## config.mk

```make
export PLATFORM = sky130hd
export DESIGN_NAME = sub_swap_xor_alu
export DESIGN_NICKNAME = d
export VERILOG_FILES = /design/src/rtl/alu_ops_pkg.sv /design/src/rtl/alu_result_if.sv /design/src/rtl/dir_reg_store.sv /design/src/rtl/sub_swap_xor_alu.sv
export SDC_FILE = /design/constraint.sdc
export NUM_CORES = 1
export LEC_CHECK = 0
export ABC_AREA = 1
export BUFFER_PORTS_ARGS = -buffer_cell sky130_fd_sc_hd__buf_4
export CAP_MARGIN = 40
export CORE_ASPECT_RATIO = 1.25
export CORE_UTILIZATION = 50
export CTS_BUF_LIST = sky130_fd_sc_hd__clkbuf_2
export CTS_CLUSTER_DIAMETER = 120
export DETAILED_ROUTE_END_ITERATION = 7
export PLACE_DENSITY = 0.77
export SLEW_MARGIN = 20
export SYNTH_ARGS = -nofsm -noshare
export SYNTH_HDL_FRONTEND = slang
export SYNTH_SLANG_ARGS = --single-unit
```

## constraint.sdc

```tcl
create_clock -name i_core_clk -period 5.8 [get_ports i_core_clk]
set_input_delay 0 -clock i_core_clk [delete_from_list [all_inputs] [get_ports i_core_clk]]
set_output_delay 0 -clock i_core_clk [all_outputs]
set_load 0.05 [all_outputs]
```

## src/rtl/alu_ops_pkg.sv

```systemverilog
// package of opcodes, states, widths and reset values for the subtract/swap/xor datapath
package alu_ops_pkg;
    // operation select from the decoder
    typedef enum logic [2:0] {
        OP_NONE            = 3'b000,
        OP_SUB_FILE        = 3'b001,
        OP_SUB_LITERAL     = 3'b010,
        OP_SUB_BORROW      = 3'b011,
        OP_NIBBLE_SWAP     = 3'b100,
        OP_DIRECTION_LOAD  = 3'b101,
        OP_XOR_LITERAL     = 3'b110,
        OP_XOR_FILE        = 3'b111
    } alu_op_t;

    // datapath state
    typedef enum logic [0:0] {
        ST_IDLE = 1'b0,
        ST_BUSY = 1'b1
    } alu_state_t;

    localparam int          DATA_W           = 8;
    localparam int          FILE_ADDR_W      = 7;
    localparam logic [6:0]  FILE_ADDR_MAX    = 7'h7f;
    localparam logic [2:0]  DIR_SEL_FIRST    = 3'h5;
    localparam logic [2:0]  DIR_SEL_SECOND   = 3'h6;
    localparam logic [2:0]  DIR_SEL_THIRD    = 3'h7;
    localparam logic        DEST_WREG        = 1'h0;
    localparam logic        DEST_FILE        = 1'h1;
    localparam logic [7:0]  WREG_RESET       = 8'h00;
    localparam logic [7:0]  DIR_RESET        = 8'hff;
    localparam logic        FLAG_RESET       = 1'h0;
    localparam int          NIBBLE_LO_MSB    = 3;
    localparam int          NIBBLE_HI_LSB    = 4;
    localparam int          OP_LATENCY       = 1;
endpackage

```

## src/rtl/alu_result_if.sv

```systemverilog
// interface carrying one result word and its write targets between datapath and store
`timescale 1ns/100ps
interface alu_result_if;
    logic       valid;      // one-cycle result strobe
    logic [7:0] data;       // result value
    logic       to_file;    // write to file register
    logic       to_wreg;    // write to working register
    logic [2:0] dir_sel;    // direction register select
    logic       to_dir;     // write to direction register
    modport src (output valid, data, to_file, to_wreg, dir_sel, to_dir);
    modport dst (input  valid, data, to_file, to_wreg, dir_sel, to_dir);
endinterface

```

## src/rtl/dir_reg_store.sv

```systemverilog
// three port direction registers loaded from the result channel
`timescale 1ns/100ps
module dir_reg_store
    import alu_ops_pkg::*;
(
    input  wire logic       i_core_clk,  // core clock
    input  wire logic       i_reset,     // async reset, high
    alu_result_if.dst       res,         // result channel
    output logic [7:0]      o_dir_first, // first port direction
    output logic [7:0]      o_dir_second,// second port direction
    output logic [7:0]      o_dir_third  // third port direction
);
    ////////////////////////////////////////////////////////////////////////////
    // select decode
    wire ld_first  = res.valid && res.to_dir && (res.dir_sel == DIR_SEL_FIRST);
    wire ld_second = res.valid && res.to_dir && (res.dir_sel == DIR_SEL_SECOND);
    wire ld_third  = res.valid && res.to_dir && (res.dir_sel == DIR_SEL_THIRD);

    ////////////////////////////////////////////////////////////////////////////
    // direction registers, all inputs after reset
    always_ff @(posedge i_core_clk or posedge i_reset)
    begin
        if (i_reset)
        begin
            o_dir_first  <= DIR_RESET;
            o_dir_second <= DIR_RESET;
            o_dir_third  <= DIR_RESET;
        end
        else
        begin
            if (ld_first)
                o_dir_first <= res.data;
            if (ld_second)
                o_dir_second <= res.data;
            if (ld_third)
                o_dir_third <= res.data;
        end
    end
endmodule

```

## src/rtl/sub_swap_xor_alu.sv

```systemverilog
// subtract, nibble swap, direction load and xor execution datapath
// Overview of operation
// - file minus working register, seven-bit address
// - destination bit 0 working, 1 file
// - carry/digit carry set when no borrow
// - literal minus working register into working
// - borrow subtract also takes inverted carry
// - direction load by select 5,6,7; flags kept
// - literal xor into working, zero only
// - file xor per destination, zero only
`timescale 1ns/100ps
module sub_swap_xor_alu
    import alu_ops_pkg::*;
(
    input  wire logic        i_core_clk,    // core instruction clock
    input  wire logic        i_reset,       // async reset, high
    input  wire logic        i_valid,       // instruction strobe
    input  wire logic [2:0]  i_op,          // operation select
    input  wire logic [6:0]  i_file_addr,   // file address / direction select
    input  wire logic        i_dest,        // destination bit
    input  wire logic [7:0]  i_literal,     // immediate operand
    input  wire logic [7:0]  i_file_data,   // addressed file register value
    output logic             o_done,        // result strobe
    output logic [7:0]       o_wreg,        // working register
    output logic             o_file_we,     // file write strobe
    output logic [6:0]       o_file_addr,   // file write address
    output logic [7:0]       o_file_wdata,  // file write data
    output logic             o_carry,       // carry flag
    output logic             o_digit_carry_flag, // digit carry flag
    output logic             o_zero,        // zero flag
    output logic [7:0]       o_port_first_direction,  // first port direction
    output logic [7:0]       o_port_second_direction, // second port direction
    output logic [7:0]       o_port_third_direction   // third port direction
);
    ////////////////////////////////////////////////////////////////////////////
    // timing and hazards
    //
    // one request per clock, taken at the rising edge where i_valid is high
    // and the code is not zero; every operand is sampled at that same edge.
    // working register, flags, direction registers and the file write port
    // all show the result right after that same edge, together with the o_done pulse.
    // a request in the very next cycle already sees the new working register
    // and carry, so the decoder needs no stall between instructions.
    // the file bank takes the write-back one edge late; a read of the same
    // address in the cycle right after a write-back still sees the old value.

    ////////////////////////////////////////////////////////////////////////////
    // helpers
    //
    // both subtract helpers add the minuend, the inverted subtrahend and the
    // inverted borrow-in; a clear borrow-in gives the plain difference, and
    // the top bit (8 for the byte, 4 for the nibble) is the no-borrow flag

    // minuend - subtrahend - borrow, 9-bit with no-borrow in bit 8
    function automatic logic [8:0] sub_nb(input logic [7:0] a, input logic [7:0] b,
                                         input logic bin);
        sub_nb = {1'b0, a} + {1'b0, ~b} + {8'h00, ~bin};
    endfunction

    // low nibble no-borrow
    function automatic logic nib_nb(input logic [7:0] a, input logic [7:0] b,
                                    input logic bin);
        logic [4:0] s;
        s = {1'b0, a[3:0]} + {1'b0, ~b[3:0]} + {4'h0, ~bin};
        nib_nb = s[4];
    endfunction

    ////////////////////////////////////////////////////////////////////////////
    // state
    logic [7:0]  wreg_q;     // working register
    logic        carry_q;    // carry
    logic        dc_q;       // digit carry
    logic        zero_q;     // zero
    alu_state_t  state_q;       // idle or result pending
    alu_state_t  state_d;       // next state
    logic        file_we_q;     // file write strobe, one cycle
    logic [6:0]  file_addr_q;   // file write address, held
    logic [7:0]  file_wdata_q;  // file write data, held
    alu_op_t     op;            // typed operation

    alu_result_if res ();    // channel to direction store

    // all eight codes are named, so the cast never yields a stray value
    assign op = alu_op_t'(i_op);

    ////////////////////////////////////////////////////////////////////////////
    // operand and result selection
    // decode of the operation class; the empty code matches none of these
    wire        is_lit_sub  = (op == OP_SUB_LITERAL);
    wire        is_borrow   = (op == OP_SUB_BORROW);
    wire        is_sub      = (op == OP_SUB_FILE) || is_lit_sub || is_borrow;
    wire        is_xor      = (op == OP_XOR_LITERAL) || (op == OP_XOR_FILE);
    wire        is_swap     = (op == OP_NIBBLE_SWAP);
    wire        is_dir      = (op == OP_DIRECTION_LOAD);
    wire        uses_lit    = is_lit_sub || (op == OP_XOR_LITERAL);
    // minuend is literal for literal forms, else the file register
    wire [7:0]  operand_a   = uses_lit ? i_literal : i_file_data;
    // plain subtracts run with borrow-in clear; the borrow form takes one more
    // away when carry is clear, since carry set means no borrow
    wire        borrow_in   = is_borrow ? ~carry_q : 1'b0;
    // byte and low nibble share the borrow-in, so digit carry tracks carry
    // on the borrow form as well
    wire [8:0]  diff        = sub_nb(operand_a, wreg_q, borrow_in);
    wire        nib_ok      = nib_nb(operand_a, wreg_q, borrow_in);
    // swap always reads the file operand, never the literal
    wire [7:0]  swapped     = {i_file_data[NIBBLE_LO_MSB:0],
                               i_file_data[7:NIBBLE_HI_LSB]};
    wire [7:0]  xored       = wreg_q ^ operand_a;
    // swap and direction load keep carry and digit carry; xor touches zero only
    // direction load passes the working register through unchanged
    wire [7:0]  result      = is_sub  ? diff[7:0] :
                              is_xor  ? xored :
                              is_swap ? swapped : wreg_q;
    // literal forms always go to working; direction load goes to neither; others follow destination bit
    wire        go_file     = !uses_lit && !is_dir && (i_dest == DEST_FILE);
    wire        go_wreg     = !is_dir && (uses_lit || (i_dest == DEST_WREG));
    // a strobe with the empty code is a bubble: nothing changes, no done pulse
    wire        take        = i_valid && (op != OP_NONE);
    wire        set_zero    = is_sub || is_xor;
    wire        res_zero    = (result == 8'h00);

    ////////////////////////////////////////////////////////////////////////////
    // working register and flags
    // flags sit beside the working register so a back-to-back borrow subtract
    // sees the carry left by the instruction just before it
    always_ff @(posedge i_core_clk or posedge i_reset)
    begin
        if (i_reset)
        begin
            wreg_q  <= WREG_RESET;
            carry_q <= FLAG_RESET;
            dc_q    <= FLAG_RESET;
            zero_q  <= FLAG_RESET;
        end
        else if (take)
        begin
            // working register written only when it is the destination
            if (go_wreg)
                wreg_q <= result;
            // carry and digit carry change on subtracts only
            if (is_sub)
            begin
                carry_q <= diff[8];
                dc_q    <= nib_ok;
            end
            // zero follows every subtract and xor result
            if (set_zero)
                zero_q <= res_zero;
        end
    end

    ////////////////////////////////////////////////////////////////////////////
    // next state: busy for exactly the cycle after an accepted request
    always_comb
    begin
        state_d = ST_IDLE;
        case (state_q)
            ST_IDLE:
                state_d = take ? ST_BUSY : ST_IDLE;   // accepted request, result next cycle
            ST_BUSY:
                state_d = take ? ST_BUSY : ST_IDLE;   // back-to-back request keeps busy
            default:
                state_d = ST_IDLE;                    // recover from any stray code
        endcase
    end

    ////////////////////////////////////////////////////////////////////////////
    // file write port and result strobe, one cycle after the request
    always_ff @(posedge i_core_clk or posedge i_reset)
    begin
        if (i_reset)
        begin
            state_q      <= ST_IDLE;
            file_we_q    <= 1'b0;
            file_addr_q  <= 7'h00;
            file_wdata_q <= 8'h00;
        end
        else
        begin
            state_q   <= state_d;
            file_we_q <= take && go_file;
            // address and data hold between writes so the bank may sample late
            if (take && go_file)
            begin
                file_addr_q  <= i_file_addr;
                file_wdata_q <= result;
            end
        end
    end

    ////////////////////////////////////////////////////////////////////////////
    // direction load channel: selects other than 5..7 are ignored
    // the loaded value is the working register as it stands at the request
    // edge; an address with any upper bit set maps to select zero, which no
    // direction register answers
    assign res.valid   = take;
    assign res.data    = wreg_q;
    assign res.to_file = go_file;
    assign res.to_wreg = go_wreg;
    assign res.to_dir  = is_dir;
    assign res.dir_sel = i_file_addr[2:0] & {3{i_file_addr[6:3] == 4'h0}};

    dir_reg_store u_dir (
        .i_core_clk   (i_core_clk),
        .i_reset      (i_reset),
        .res          (res),
        .o_dir_first  (o_port_first_direction),
        .o_dir_second (o_port_second_direction),
        .o_dir_third  (o_port_third_direction)
    );

    ////////////////////////////////////////////////////////////////////////////
    // outputs
    assign o_done             = (state_q == ST_BUSY);
    // file write port straight from its registers
    assign o_file_we          = file_we_q;
    assign o_file_addr        = file_addr_q;
    assign o_file_wdata       = file_wdata_q;
    assign o_wreg             = wreg_q;
    assign o_carry            = carry_q;
    assign o_digit_carry_flag = dc_q;
    assign o_zero             = zero_q;
endmodule

```

Yosys cells after proc, flatten, opt, wreduce, memory -nomap -nowiden
Cells that the tools add are included.
{"block": "op_classes", "n_addsub": 4, "n_eq_ne": 10, "mux": 6, "n_bitwise": 7, "reduce_logical": 23}
{"cell": "8-bit two-way mux", "n": 4}
{"cell": "3-bit equality test, second input constant", "n": 7}
{"cell": "8-bit by 8-bit adder with 9-bit output", "n": 1}
{"cell": "9-bit by 1-bit adder with 9-bit output", "n": 1}
{"cell": "1-bit logical AND", "n": 9}
{"cell": "8-bit zero test", "n": 1}
{"cell": "8-bit NOT", "n": 1}
{"cell": "8-bit XOR", "n": 1}
{"cell": "3-bit by 2-bit equality test with 1-bit output, second input constant", "n": 2}
{"cell": "1-bit logical OR", "n": 6}
{"cell": "2-bit AND reduction", "n": 3}
{"cell": "4-bit by 4-bit adder with 5-bit output", "n": 1}
{"cell": "5-bit by 1-bit adder with 5-bit output", "n": 1}
{"cell": "4-bit zero test", "n": 1}
{"cell": "4-bit NOT", "n": 1}
{"cell": "3-bit bitwise AND", "n": 1}
{"cell": "3-bit by 1-bit equality test with 1-bit output, second input constant", "n": 1}
{"cell": "1-bit NOT", "n": 3}
{"cell": "3-bit nonzero test", "n": 1}
{"cell": "1-bit zero test", "n": 2}
{"cell": "1-bit two-way mux", "n": 2}
{"block": "totals", "reg_bits": 52, "inputBits": 30}

Logic depth before layout (Yosys ltp)
Gate-level depths: netlist (run 1).
{"block": "logic_depth", "ltp_word": 7, "ltp_mapped": 17, "mapped_depth_nobuf": 16}

Cells and area by module
A second synthesis (run 1) with hierarchy kept.
{"block": "hier_totals", "cells_unflattened": 397, "area_unflattened_um2": 3009.1}
{"mod": "sub_swap_xor_alu", "instances": 1, "cells_per_inst": 287, "area_per_inst_um2": 1970.6}
{"mod": "dir_reg_store", "instances": 1, "cells_per_inst": 110, "area_per_inst_um2": 1038.5}

Worst setup path after synthesis (run 1)
Ideal clock, no wire load.
{"block": "synth_timing", "kind": "register -> register", "start": "reg wreg_q[0] (netlist: o_wreg[0])", "end": "reg file_wdata_q[4] (netlist: o_file_wdata[4])", "setup_time_ps": 127, "arrival_time_ps": 2408, "required_ps": 5673, "setup_slack_ps": 3265, "stages_incl_launch_ff": 9, "n_path_buf": 0, "path_cell_list": "dfrtp_1 > inv_1 > fa_1 > fa_1 > nand2_1 > nand3b_1 > nand3_1 > nand3_1 > mux2_1"}
{"block": "synth_via", "elab_chain_cells": 4}
{"element": "start: declaration", "line": "sub_swap_xor_alu.sv:70", "source": "logic [7:0] wreg_q;"}
{"element": "start signal: assignment", "line": "sub_swap_xor_alu.sv:139", "source": "wreg_q <= result;"}
{"element": "8-bit NOT", "line": "sub_swap_xor_alu.sv:57", "source": "sub_nb = {1'b0, a} + {1'b0, ~b} + {8'h00, ~bin};"}
{"element": "8-bit by 8-bit adder with 9-bit output", "line": "sub_swap_xor_alu.sv:57"}
{"element": "9-bit by 1-bit adder with 9-bit output", "line": "sub_swap_xor_alu.sv:57"}
{"element": "8-bit two-way mux", "line": "sub_swap_xor_alu.sv:111", "source": "wire [7:0] result = is_sub ? diff[7:0] :"}
{"element": "end signal: assignment", "line": "sub_swap_xor_alu.sv:186", "source": "file_wdata_q <= result;"}
{"element": "end: declaration", "line": "sub_swap_xor_alu.sv:78", "source": "logic [7:0] file_wdata_q;"}
No other way between the ends.
A chain may end at the register's enable or synchronous reset.

Worst setup path after layout (run 1)
{"block": "layout_timing", "start": "in i_op[1]", "end": "reg file_wdata_q[4] (netlist: o_file_wdata[4])"}
{"block": "layout_via", "elab_chain_cells": 6, "elab_cells_between_ends": 27, "cone_classes": "add/sub (2); eq/ne (7); mux (5); bitwise (2); reduce/logical (11)"}
{"element": "start: declaration", "line": "sub_swap_xor_alu.sv:18", "source": "input wire logic [2:0] i_op,"}
{"element": "3-bit by 2-bit equality test with 1-bit output or 3-bit equality test (tied branches)", "line": "sub_swap_xor_alu.sv:89, sub_swap_xor_alu.sv:92, sub_swap_xor_alu.sv:95"}
{"element": "1-bit logical OR", "line": "sub_swap_xor_alu.sv:95", "source": "wire uses_lit = is_lit_sub || (op == OP_XOR_LITERAL);"}
{"element": "8-bit two-way mux or 1-bit zero test (tied branches)", "line": "sub_swap_xor_alu.sv:97, sub_swap_xor_alu.sv:115"}
{"element": "8-bit by 8-bit adder with 9-bit output (tied with other cells)", "line": "sub_swap_xor_alu.sv:57"}
{"element": "9-bit by 1-bit adder with 9-bit output (tied with other cells)", "line": "sub_swap_xor_alu.sv:57"}
{"element": "8-bit two-way mux or 1-bit logical AND (tied branches)", "line": "sub_swap_xor_alu.sv:111, sub_swap_xor_alu.sv:183"}
Parallel ways exist; a longest one is shown, timed or not.

==> impl_results.html, run 1 <==
<table>
<tr><th>Metric</th><th>Value</th></tr>
<tr><th colspan="2">Critical path</th></tr>
<tr><td>Data required time of the worst path</td><td>6.16 ns</td></tr>
<tr><td>CP Depth</td><td>11</td></tr>
<tr><td>Cells traversed along the worst timing path</td><td>dlygate4sd3_1 &gt; buf_4 &gt; nand2_1 &gt; a21oi_1 &gt; fa_1 &gt; fa_1 &gt; nand2_1 &gt; nand3b_1 &gt; nand3_1 &gt; nand3_1 &gt; mux2_1</td></tr>
<tr><td>Critical Path Sink Type</td><td>flop</td></tr>
<tr><td>Critical Path Sink</td><td>o_file_wdata[4]</td></tr>
<tr><td>Startpoint kind of the worst setup timing path</td><td>input pin</td></tr>
<tr><td>Top cell family by delay on the critical path</td><td>adder cells</td></tr>
<tr><td>Internal reg-to-reg setup slack</td><td>3.39 ns</td></tr>
<tr><td>Critical path class</td><td>in2reg</td></tr>
<tr><td>Capturing point of the worst reg2reg path</td><td>o_file_wdata[4]</td></tr>
<tr><td>Origin of the critical flop-to-flop path</td><td>o_wreg[0]</td></tr>
<tr><td>Delay of the slowest critical-path stage</td><td>0.53 ns</td></tr>
<tr><td>Arrival time at the worst endpoint</td><td>2.85 ns</td></tr>
<tr><td>Worst Reg2Reg Path Length in Cells</td><td>8</td></tr>
<tr><td>Timing startpoint of the critical path</td><td>i_op[1]</td></tr>
<tr><td>Maximum fanout along the worst path</td><td>11</td></tr>
<tr><td>Number of buffer and inverter instances along the worst setup path</td><td>2</td></tr>
<tr><td>Crit-path slowest cell</td><td>dlygate4sd3_1</td></tr>
<tr><th colspan="2">Synth</th></tr>
<tr><td>Biggest area contributors in the synthesized netlist</td><td>dfrtp_1, dfstp_2, nand2_1</td></tr>
<tr><td>Proportion of synthesized flip-flops having asynchronous set or reset</td><td>100%</td></tr>
<tr><td>Distinct cell type count after synthesis</td><td>34</td></tr>
<tr><td>Syn_nets</td><td>377</td></tr>
<tr><td>Most used flip-flop cell after synthesis</td><td>dfrtp_1</td></tr>
<tr><td>Number of standard cells after synthesis</td><td>336</td></tr>
<tr><td>Number of warnings printed during yosys synthesis</td><td>0</td></tr>
<tr><td>Top cells by instance count after synthesis</td><td>nand2_1, inv_1, nor2_1, dfrtp_1, dfstp_2</td></tr>
<tr><td>Flip-flop and latch count after synthesis</td><td>52</td></tr>
<tr><td>Top-count cell post-synth</td><td>nand2_1</td></tr>
<tr><td>Largest area contributor in the netlist</td><td>dfrtp_1</td></tr>
<tr><td>Number of synthesized flops with an enable pin</td><td>0</td></tr>
<tr><td>Avg Cell Area, Syn</td><td>8.56 um^2</td></tr>
<tr><td>Total standard cell area after synthesis</td><td>2880 um^2</td></tr>
<tr><td>Portion of synthesized cell area occupied by the leading cell type</td><td>24.3%</td></tr>
<tr><td>Sequential cell area fraction in the yosys report</td><td>46.3%</td></tr>
<tr><th colspan="2">Pwr</th></tr>
<tr><td>Largest voltage drop on the vdd net</td><td>0.166 mV</td></tr>
<tr><td>Switching Share</td><td>48.0%</td></tr>
<tr><td>Register share of total power</td><td>33.9%</td></tr>
<tr><td>Relative contribution of combinational cells to total power</td><td>52.4%</td></tr>
<tr><td>Power density over the cells</td><td>369 nW/um^2</td></tr>
<tr><td>Clock network fraction of total power</td><td>13.7%</td></tr>
<tr><td>Final Power</td><td>1.40 mW</td></tr>
<tr><td>Switching power</td><td>0.670 mW</td></tr>
<tr><td>Internal power</td><td>0.725 mW</td></tr>
<tr><td>Leakage component of the power</td><td>1.85 nW</td></tr>
<tr><th colspan="2">Route</th></tr>
<tr><td>Detailed-route vias per instance</td><td>5.17</td></tr>
<tr><td>Mean routed wirelength per cell</td><td>15.0 um</td></tr>
<tr><td>Number of DRC violations after detailed routing</td><td>0</td></tr>
<tr><td>Violation count after the first detailed-routing iteration</td><td>177</td></tr>
<tr><td>Number of search-and-repair iterations in the first detailed-routing pass</td><td>4</td></tr>
<tr><td>Routed WL</td><td>7480 um</td></tr>
<tr><td>Via count</td><td>2583</td></tr>
<tr><td>Antenna Nets Post-Route</td><td>0</td></tr>
<tr><th colspan="2">Place</th></tr>
<tr><td>DP Cell Count</td><td>476</td></tr>
<tr><td>Post-DP Area</td><td>3550 um^2</td></tr>
<tr><td>Final RePlAce weighted congestion</td><td>0.906</td></tr>
<tr><td>Buffers on Ports</td><td>81</td></tr>
<tr><td>Detail Placement HPWL</td><td>5800 um</td></tr>
<tr><th colspan="2">Cells and area</th></tr>
<tr><td># nets final</td><td>476</td></tr>
<tr><td>Utilization of the core after routing</td><td>68.9%</td></tr>
<tr><td>Final instance area</td><td>3780 um^2</td></tr>
<tr><td>FF+latch area</td><td>1330 um^2</td></tr>
<tr><td>Ratio of cells with drive above 1 in the final layout</td><td>35.3%</td></tr>
<tr><td>Area growth from synthesis to final layout</td><td>31.3%</td></tr>
<tr><td>Post-route non-filler standard cell count</td><td>500</td></tr>
<tr><td>Filler cell count in the final layout</td><td>445</td></tr>
<tr><td>Area of the multi-input gates</td><td>1360 um^2</td></tr>
<tr><td>Inserted Diodes</td><td>0</td></tr>
<tr><th colspan="2">Clock network</th></tr>
<tr><td>Clock tree from TritonCTS</td><td>yes</td></tr>
<tr><td>CTS sink count</td><td>52</td></tr>
<tr><td>CTS buffer count</td><td>5</td></tr>
<tr><td>Post-CTS Repair Setup Buffers</td><td>0</td></tr>
<tr><td>Clock root buffer</td><td>clkbuf_2</td></tr>
<tr><td>Level count of the clock H-tree</td><td>2</td></tr>
<tr><td>Clock-pin transition on the worst setup and hold timing paths</td><td>0.27 ns</td></tr>
<tr><td>Buffers from clock root to sink, at most</td><td>2</td></tr>
<tr><td>Worst-Skew Late Latency</td><td>0.44 ns</td></tr>
<tr><th colspan="2">Floorplanning</th></tr>
<tr><td>Number of placement rows</td><td>30</td></tr>
<tr><td>Initial core utilization</td><td>52.5%</td></tr>
<tr><td>Die extent in y</td><td>86.8 um</td></tr>
<tr><td>Core Box Area</td><td>5480 um^2</td></tr>
<tr><td>Total I/O pin count</td><td>82</td></tr>
<tr><td>Die area</td><td>6060 um^2</td></tr>
<tr><td>Floorplan die width</td><td>69.9 um</td></tr>
<tr><th colspan="2">Timing</th></tr>
<tr><td>Fin crit period</td><td>2.49 ns</td></tr>
<tr><td>Crit share post-route</td><td>43.0%</td></tr>
<tr><td>Upper clock frequency limit</td><td>401 MHz</td></tr>
<tr><td>Fin Clk Skew</td><td>0.0192 ns</td></tr>
<tr><td>Least-Margin Pin Slew</td><td>0.673 ns</td></tr>
<tr><td>Number of setup violations in the final report</td><td>0</td></tr>
<tr><td>Fin Setup TNS</td><td>0 ns</td></tr>
<tr><td>Final number of hold-violating endpoints</td><td>0</td></tr>
<tr><td>Total count of max-transition violations in the final report</td><td>0</td></tr>
<tr><td>Worst-case headroom to the max-slew limit</td><td>55.1%</td></tr>
<tr><td>RSZ-0062 raised after global routing</td><td>false</td></tr>
<tr><th colspan="2">Job</th></tr>
<tr><td>Max capacitance violation total</td><td>0</td></tr>
<tr><th colspan="2">Outcome</th></tr>
<tr><td>Outcome</td><td>finished clean</td></tr>
<tr><th colspan="2">Hold path</th></tr>
<tr><td>Startpoint of the lowest-slack hold path</td><td>i_file_data[5]</td></tr>
<tr><td>Path category of the worst min-delay check</td><td>in2reg</td></tr>
<tr><th colspan="2">GRT</th></tr>
<tr><td>Total congestion overflow after global routing</td><td>0</td></tr>
<tr><td>Antenna violations before repair</td><td>0</td></tr>
<tr><td>Wire length of the first global-routing pass</td><td>11800 um</td></tr>
<tr><td>Maximum number of pins on one net before global-route repair</td><td>32</td></tr>
<tr><td>Gr usage total</td><td>25.2%</td></tr>
<tr><td>Vias in the first global route</td><td>2492</td></tr>
</table>
[state kept, by name, indices dropped and copies added, names as in the netlist]
signal and flops:
o_file_addr 7, o_done 1, o_file_wdata 8, u_dir.o_dir_first 8, o_digit_carry_flag 1, o_file_we 1, u_dir.o_dir_second 8, u_dir.o_dir_third 8
o_wreg 8, o_zero 1, o_carry 1
[layer usage]
layer	vias up	part of all wire (%)	track usage (%)
li1	1289	-	-
met1	1205	42	33.3
met2	75	51	42.6
met3	14	4.6	3.26
met4	0	2.2	9.45
met5	-	0	0
[power groups by stage]
stage	logic (mW)	clock network (mW)	registers (mW)
5_1_grt	0.792	0.205	0.480
4_1_cts	0.731	0.190	0.473
3_5_place_dp	0.722	0	0.479
3_3_place_gp	0.716	0	0.476
2_1_floorplan	0.290	0	0.685
6_report	0.731	0.191	0.473
[cells by family (layout without fill, tap and decap cells)]
| family | Yosys count | count (layout) | share of synthesized area, % |
|---|---|---|---|
| adders and majority gates | 11 | 11 | 5.30 |
| DFF | 52 | 52 | 46.3 |
| muxes | 12 | 12 | 4.70 |
| buffers and inverters | 44 | 144 | 6.61 |
| AOI/OAI and AO/OA | 58 | 58 | 13.2 |
| xor gates and xnor gates | 2 | 2 | 0.609 |
| and+or+nand+nor | 157 | 157 | 23.3 |
[stage by stage]
step	hold slack [ns]	setup slack, ns
2_1_floorplan	0.144	3.26
3_3_place_gp	0.245	3.40
3_5_place_dp	0.0588	3.31
4_1_cts	0.0166	3.28
5_1_grt	0.0323	3.14
6_report	0.00948	3.31
[how the worst min path moves through the flow]
stage                                  to  slack [ns]  cells past startpoint
after floorplan            o_file_addr[2]        0.14                      2
after global placement     o_file_addr[3]        0.24                      2
after CTS                 o_file_wdata[7]        0.02                      5
after detailed placement   o_file_addr[0]        0.06                      2
final                     o_file_wdata[1]       0.009                      5
after global routing      o_file_wdata[6]        0.03                      5
[what timing repair did]
item | in CTS | in global routing
endpoints found under the setup margin | 0 | 0
hold endpoints to repair | 43 | 0
hold buffers | 16 | 0
resized for setup | 0 | 0
[cell usage in the layout, fill, tap and decap left out, types with 2 or more instances in the layout]
master         count
inv_2              5
nand2_1           98
inv_1             32
nor2_2             2
nor2_1            31
a21oi_1           14
a31oi_1            5
dlygate4sd3_1     16
nand3_1           16
nand4_1            3
dfrtp_1           28
ha_1               9
fa_1               2
o21ai_2           16
buf_4             81
dfstp_2           24
o21ai_0           16
clkbuf_2           5
mux2_2            11
o211ai_1           3
o21ai_1            2
[tightest hold or removal path, cell delays in order]
cell and delay (ns):
buf_4 0.09, o21ai_0 0.08, nor2_1 0.08, nor2_1 0.07, a21oi_1 0.12
[final cells by class]
type	count	share of cell area [%]
multi-input combinational	240	35.9
timing repair buffer	99	21.3
sequential	52	35.2
tap	64	2.12
inverter	37	3.68
clock inverter	3	1.13
clock buffer	5	0.662
(Power assumes the default switching activity.)
==> run 2, diff against run 1 <==
clock period = 2.6 ns   (was 5.8 ns; I/O delays follow)
==> impl_results.html, run 2 (synthesis gave the netlist of run 1 again) <==
<table>
<tr><th>Metric</th><th>Value</th></tr>
<tr><th colspan="2">Timing</th></tr>
<tr><td>Fin crit period</td><td>2.35 ns</td></tr>
<tr><td>RSZ-0062 raised after global routing</td><td>false (unchanged)</td></tr>
<tr><td>Total count of max-transition violations in the final report</td><td>0 (unchanged)</td></tr>
<tr><td>Final number of hold-violating endpoints</td><td>0 (unchanged)</td></tr>
<tr><td>Worst-case hold slack</td><td>0.0164 ns (was 0.00948 ns)</td></tr>
<tr><td>Worst-case headroom to the max-slew limit</td><td>53.3% (was 55.1%)</td></tr>
<tr><td>Least-Margin Pin Slew</td><td>0.698 ns (was 0.673 ns)</td></tr>
<tr><td>Upper clock frequency limit</td><td>425 MHz</td></tr>
<tr><td>Number of setup violations in the final report</td><td>0 (unchanged)</td></tr>
<tr><td>Fin Clk Skew</td><td>0.0240 ns (was 0.0192 ns)</td></tr>
<tr><td>Fin Setup TNS</td><td>0 ns (unchanged)</td></tr>
<tr><td>Crit share post-route</td><td>90.5%</td></tr>
<tr><th colspan="2">GRT</th></tr>
<tr><td>Wire length of the first global-routing pass</td><td>12600 um (was 11800 um)</td></tr>
<tr><td>Antenna violations before repair</td><td>0 (unchanged)</td></tr>
<tr><td>Vias in the first global route</td><td>2562 (was 2492)</td></tr>
<tr><td>Maximum number of pins on one net before global-route repair</td><td>35 (was 32)</td></tr>
<tr><td>Gr usage total</td><td>26.9% (was 25.2%)</td></tr>
<tr><td>Total congestion overflow after global routing</td><td>0 (unchanged)</td></tr>
<tr><th colspan="2">Route</th></tr>
<tr><td>Number of DRC violations after detailed routing</td><td>0 (unchanged)</td></tr>
<tr><td>Via count</td><td>2681 (was 2583)</td></tr>
<tr><td>Mean routed wirelength per cell</td><td>15.5 um (was 15.0 um)</td></tr>
<tr><td>Number of search-and-repair iterations in the first detailed-routing pass</td><td>4 (unchanged)</td></tr>
<tr><td>Violation count after the first detailed-routing iteration</td><td>178 (was 177)</td></tr>
<tr><td>Antenna Nets Post-Route</td><td>0 (unchanged)</td></tr>
<tr><td>Routed WL</td><td>7850 um (was 7480 um)</td></tr>
<tr><td>Detailed-route vias per instance</td><td>5.30 (was 5.17)</td></tr>
<tr><th colspan="2">Clock network</th></tr>
<tr><td>Worst-Skew Late Latency</td><td>0.46 ns (was 0.44 ns)</td></tr>
<tr><td>Buffers from clock root to sink, at most</td><td>2 (unchanged)</td></tr>
<tr><td>CTS sink count</td><td>52 (unchanged)</td></tr>
<tr><td>Clock-pin transition on the worst setup and hold timing paths</td><td>0.28 ns (was 0.27 ns)</td></tr>
<tr><td>Clock root buffer</td><td>clkbuf_2 (unchanged)</td></tr>
<tr><td>Level count of the clock H-tree</td><td>2 (unchanged)</td></tr>
<tr><td>Clock tree from TritonCTS</td><td>yes (unchanged)</td></tr>
<tr><td>CTS buffer count</td><td>5 (unchanged)</td></tr>
<tr><th colspan="2">Place</th></tr>
<tr><td>Buffers on Ports</td><td>81 (unchanged)</td></tr>
<tr><td>Final RePlAce weighted congestion</td><td>0.914 (was 0.906)</td></tr>
<tr><td>Detail Placement HPWL</td><td>5910 um (was 5800 um)</td></tr>
<tr><td>Post-DP Area</td><td>3570 um^2 (was 3550 um^2)</td></tr>
<tr><th colspan="2">Floorplanning</th></tr>
<tr><td>Number of placement rows</td><td>30 (unchanged)</td></tr>
<tr><td>Floorplan die width</td><td>69.9 um (unchanged)</td></tr>
<tr><td>Die area</td><td>6060 um^2 (unchanged)</td></tr>
<tr><td>Die extent in y</td><td>86.8 um (unchanged)</td></tr>
<tr><td>Core Box Area</td><td>5480 um^2 (unchanged)</td></tr>
<tr><td>Initial core utilization</td><td>52.5% (unchanged)</td></tr>
<tr><td>Total I/O pin count</td><td>82 (unchanged)</td></tr>
<tr><th colspan="2">Cells and area</th></tr>
<tr><td>Commonest non-fill, non-tap cells in the layout</td><td>nand2_1, buf_4, inv_1 (unchanged)</td></tr>
<tr><td>Ratio of cells with drive above 1 in the final layout</td><td>36.0% (was 35.3%)</td></tr>
<tr><td>Final instance area</td><td>3820 um^2 (was 3780 um^2)</td></tr>
<tr><td>Most frequent standard cell in the layout excluding fill and tap cells</td><td>nand2_1 (unchanged)</td></tr>
<tr><td>Area growth from synthesis to final layout</td><td>32.9% (was 31.3%)</td></tr>
<tr><td>Inserted Diodes</td><td>0 (unchanged)</td></tr>
<tr><td># nets final</td><td>482 (was 476)</td></tr>
<tr><th colspan="2">Pwr</th></tr>
<tr><td>Final Power</td><td>3.18 mW (was 1.40 mW)</td></tr>
<tr><td>Power density over the cells</td><td>832 nW/um^2 (was 369 nW/um^2)</td></tr>
<tr><td>Leakage component of the power</td><td>1.87 nW (was 1.85 nW)</td></tr>
<tr><td>Largest voltage drop on the vdd net</td><td>0.342 mV (was 0.166 mV)</td></tr>
<tr><th colspan="2">Critical path</th></tr>
<tr><td>Data required time of the worst path</td><td>2.99 ns (was 6.16 ns)</td></tr>
<tr><td>Startpoint kind of the worst setup timing path</td><td>flop (was input pin)</td></tr>
<tr><td>Arrival time at the worst endpoint</td><td>2.74 ns (was 2.85 ns)</td></tr>
<tr><td>Critical Path Sink Type</td><td>flop (unchanged)</td></tr>
<tr><td>Critical path class</td><td>reg2reg (was in2reg)</td></tr>
<tr><td>Maximum fanout along the worst path</td><td>3 (was 11)</td></tr>
<tr><th colspan="2">Hold path</th></tr>
<tr><td>Path category of the worst min-delay check</td><td>in2reg (unchanged)</td></tr>
<tr><th colspan="2">Job</th></tr>
<tr><td>Max capacitance violation total</td><td>0 (unchanged)</td></tr>
<tr><th colspan="2">Outcome</th></tr>
<tr><td>Outcome</td><td>finished clean (unchanged)</td></tr>
</table>
==> run 2: timing repair <==
action | 4_1_cts | 5_1_grt
hold buffers | 18 | 0
buffers inserted | 0 | 0
resized for setup | 0 | 0
endpoints found under the hold margin | 45 | 0
==> run 2: routing by layer <==
layer	vias up	global-route usage (%)	share of wire, %
met5	-	0	0
li1	1302	-	-
met4	0	10.4	2.2
met1	1269	33.7	42
met3	14	3.49	5.4
met2	96	47.4	50
==> run 2: critical path: stages (launching register included) <==
cell	delay, ns
dfrtp_1	0.47
nor2_1	0.11
nand3_1	0.11
fa_1	0.44
fa_1	0.45
nand3_1	0.13
nand3_1	0.08
nand2_1	0.09
nand3_1	0.12
nand2_1	0.10
nor2_1	0.06
nand3_1	0.07
nand2_1	0.05
==> run 2: path summary, 6_finish.rpt <==
path | cells past startpoint | slack, ns | from | endpoint
min | 6 | 0.02 | i_op[2] | o_wreg[0]
min reg2reg | 2 | 0.49 | u_dir.o_dir_third[6] | u_dir.o_dir_third[6]
max | 12 | 0.25 | o_carry | o_zero
max in group asynchronous | 4 | 1.93 | i_reset | u_dir.o_dir_third[1]
min in group asynchronous | 3 | 0.06 | i_reset | o_file_wdata[3]
max reg2reg | 12 | 0.25 | o_carry | o_zero
==> run 2: area by class of cell <==
| type | count | area [um^2] |
|---|---|---|
| Clock inverter | 3 | 46.3 |
| Multi-Input combinational cell | 240 | 1360 |
| Fill cell | 463 | 1660 |
| Timing Repair Buffer | 105 | 846 |
| Sequential cell | 52 | 1330 |
| Tap cell | 64 | 80.1 |
| Inverter | 37 | 139 |
| Clock buffer | 5 | 25.0 |
==> run 2: per-stage QoR <==
step                      setup WS (ns)  cells  utilization [%]
after floorplan                  0.0649    336                -
after global placement            0.350    479             64.8
after detailed placement          0.305    480             65.2
after CTS                         0.266    506             69.8
after global routing             0.0883    506             69.8
final                             0.246    506             69.8
==> run 2: power breakdown <==
| part | leakage, nW | switching (mW) | internal (mW) |
|---|---|---|---|
| clock network | 0.0396 | 0.277 | 0.166 |
| registers | 0.576 | 0.104 | 0.951 |
| logic | 1.26 | 1.15 | 0.529 |
| total | 1.87 | 1.54 | 1.65 |
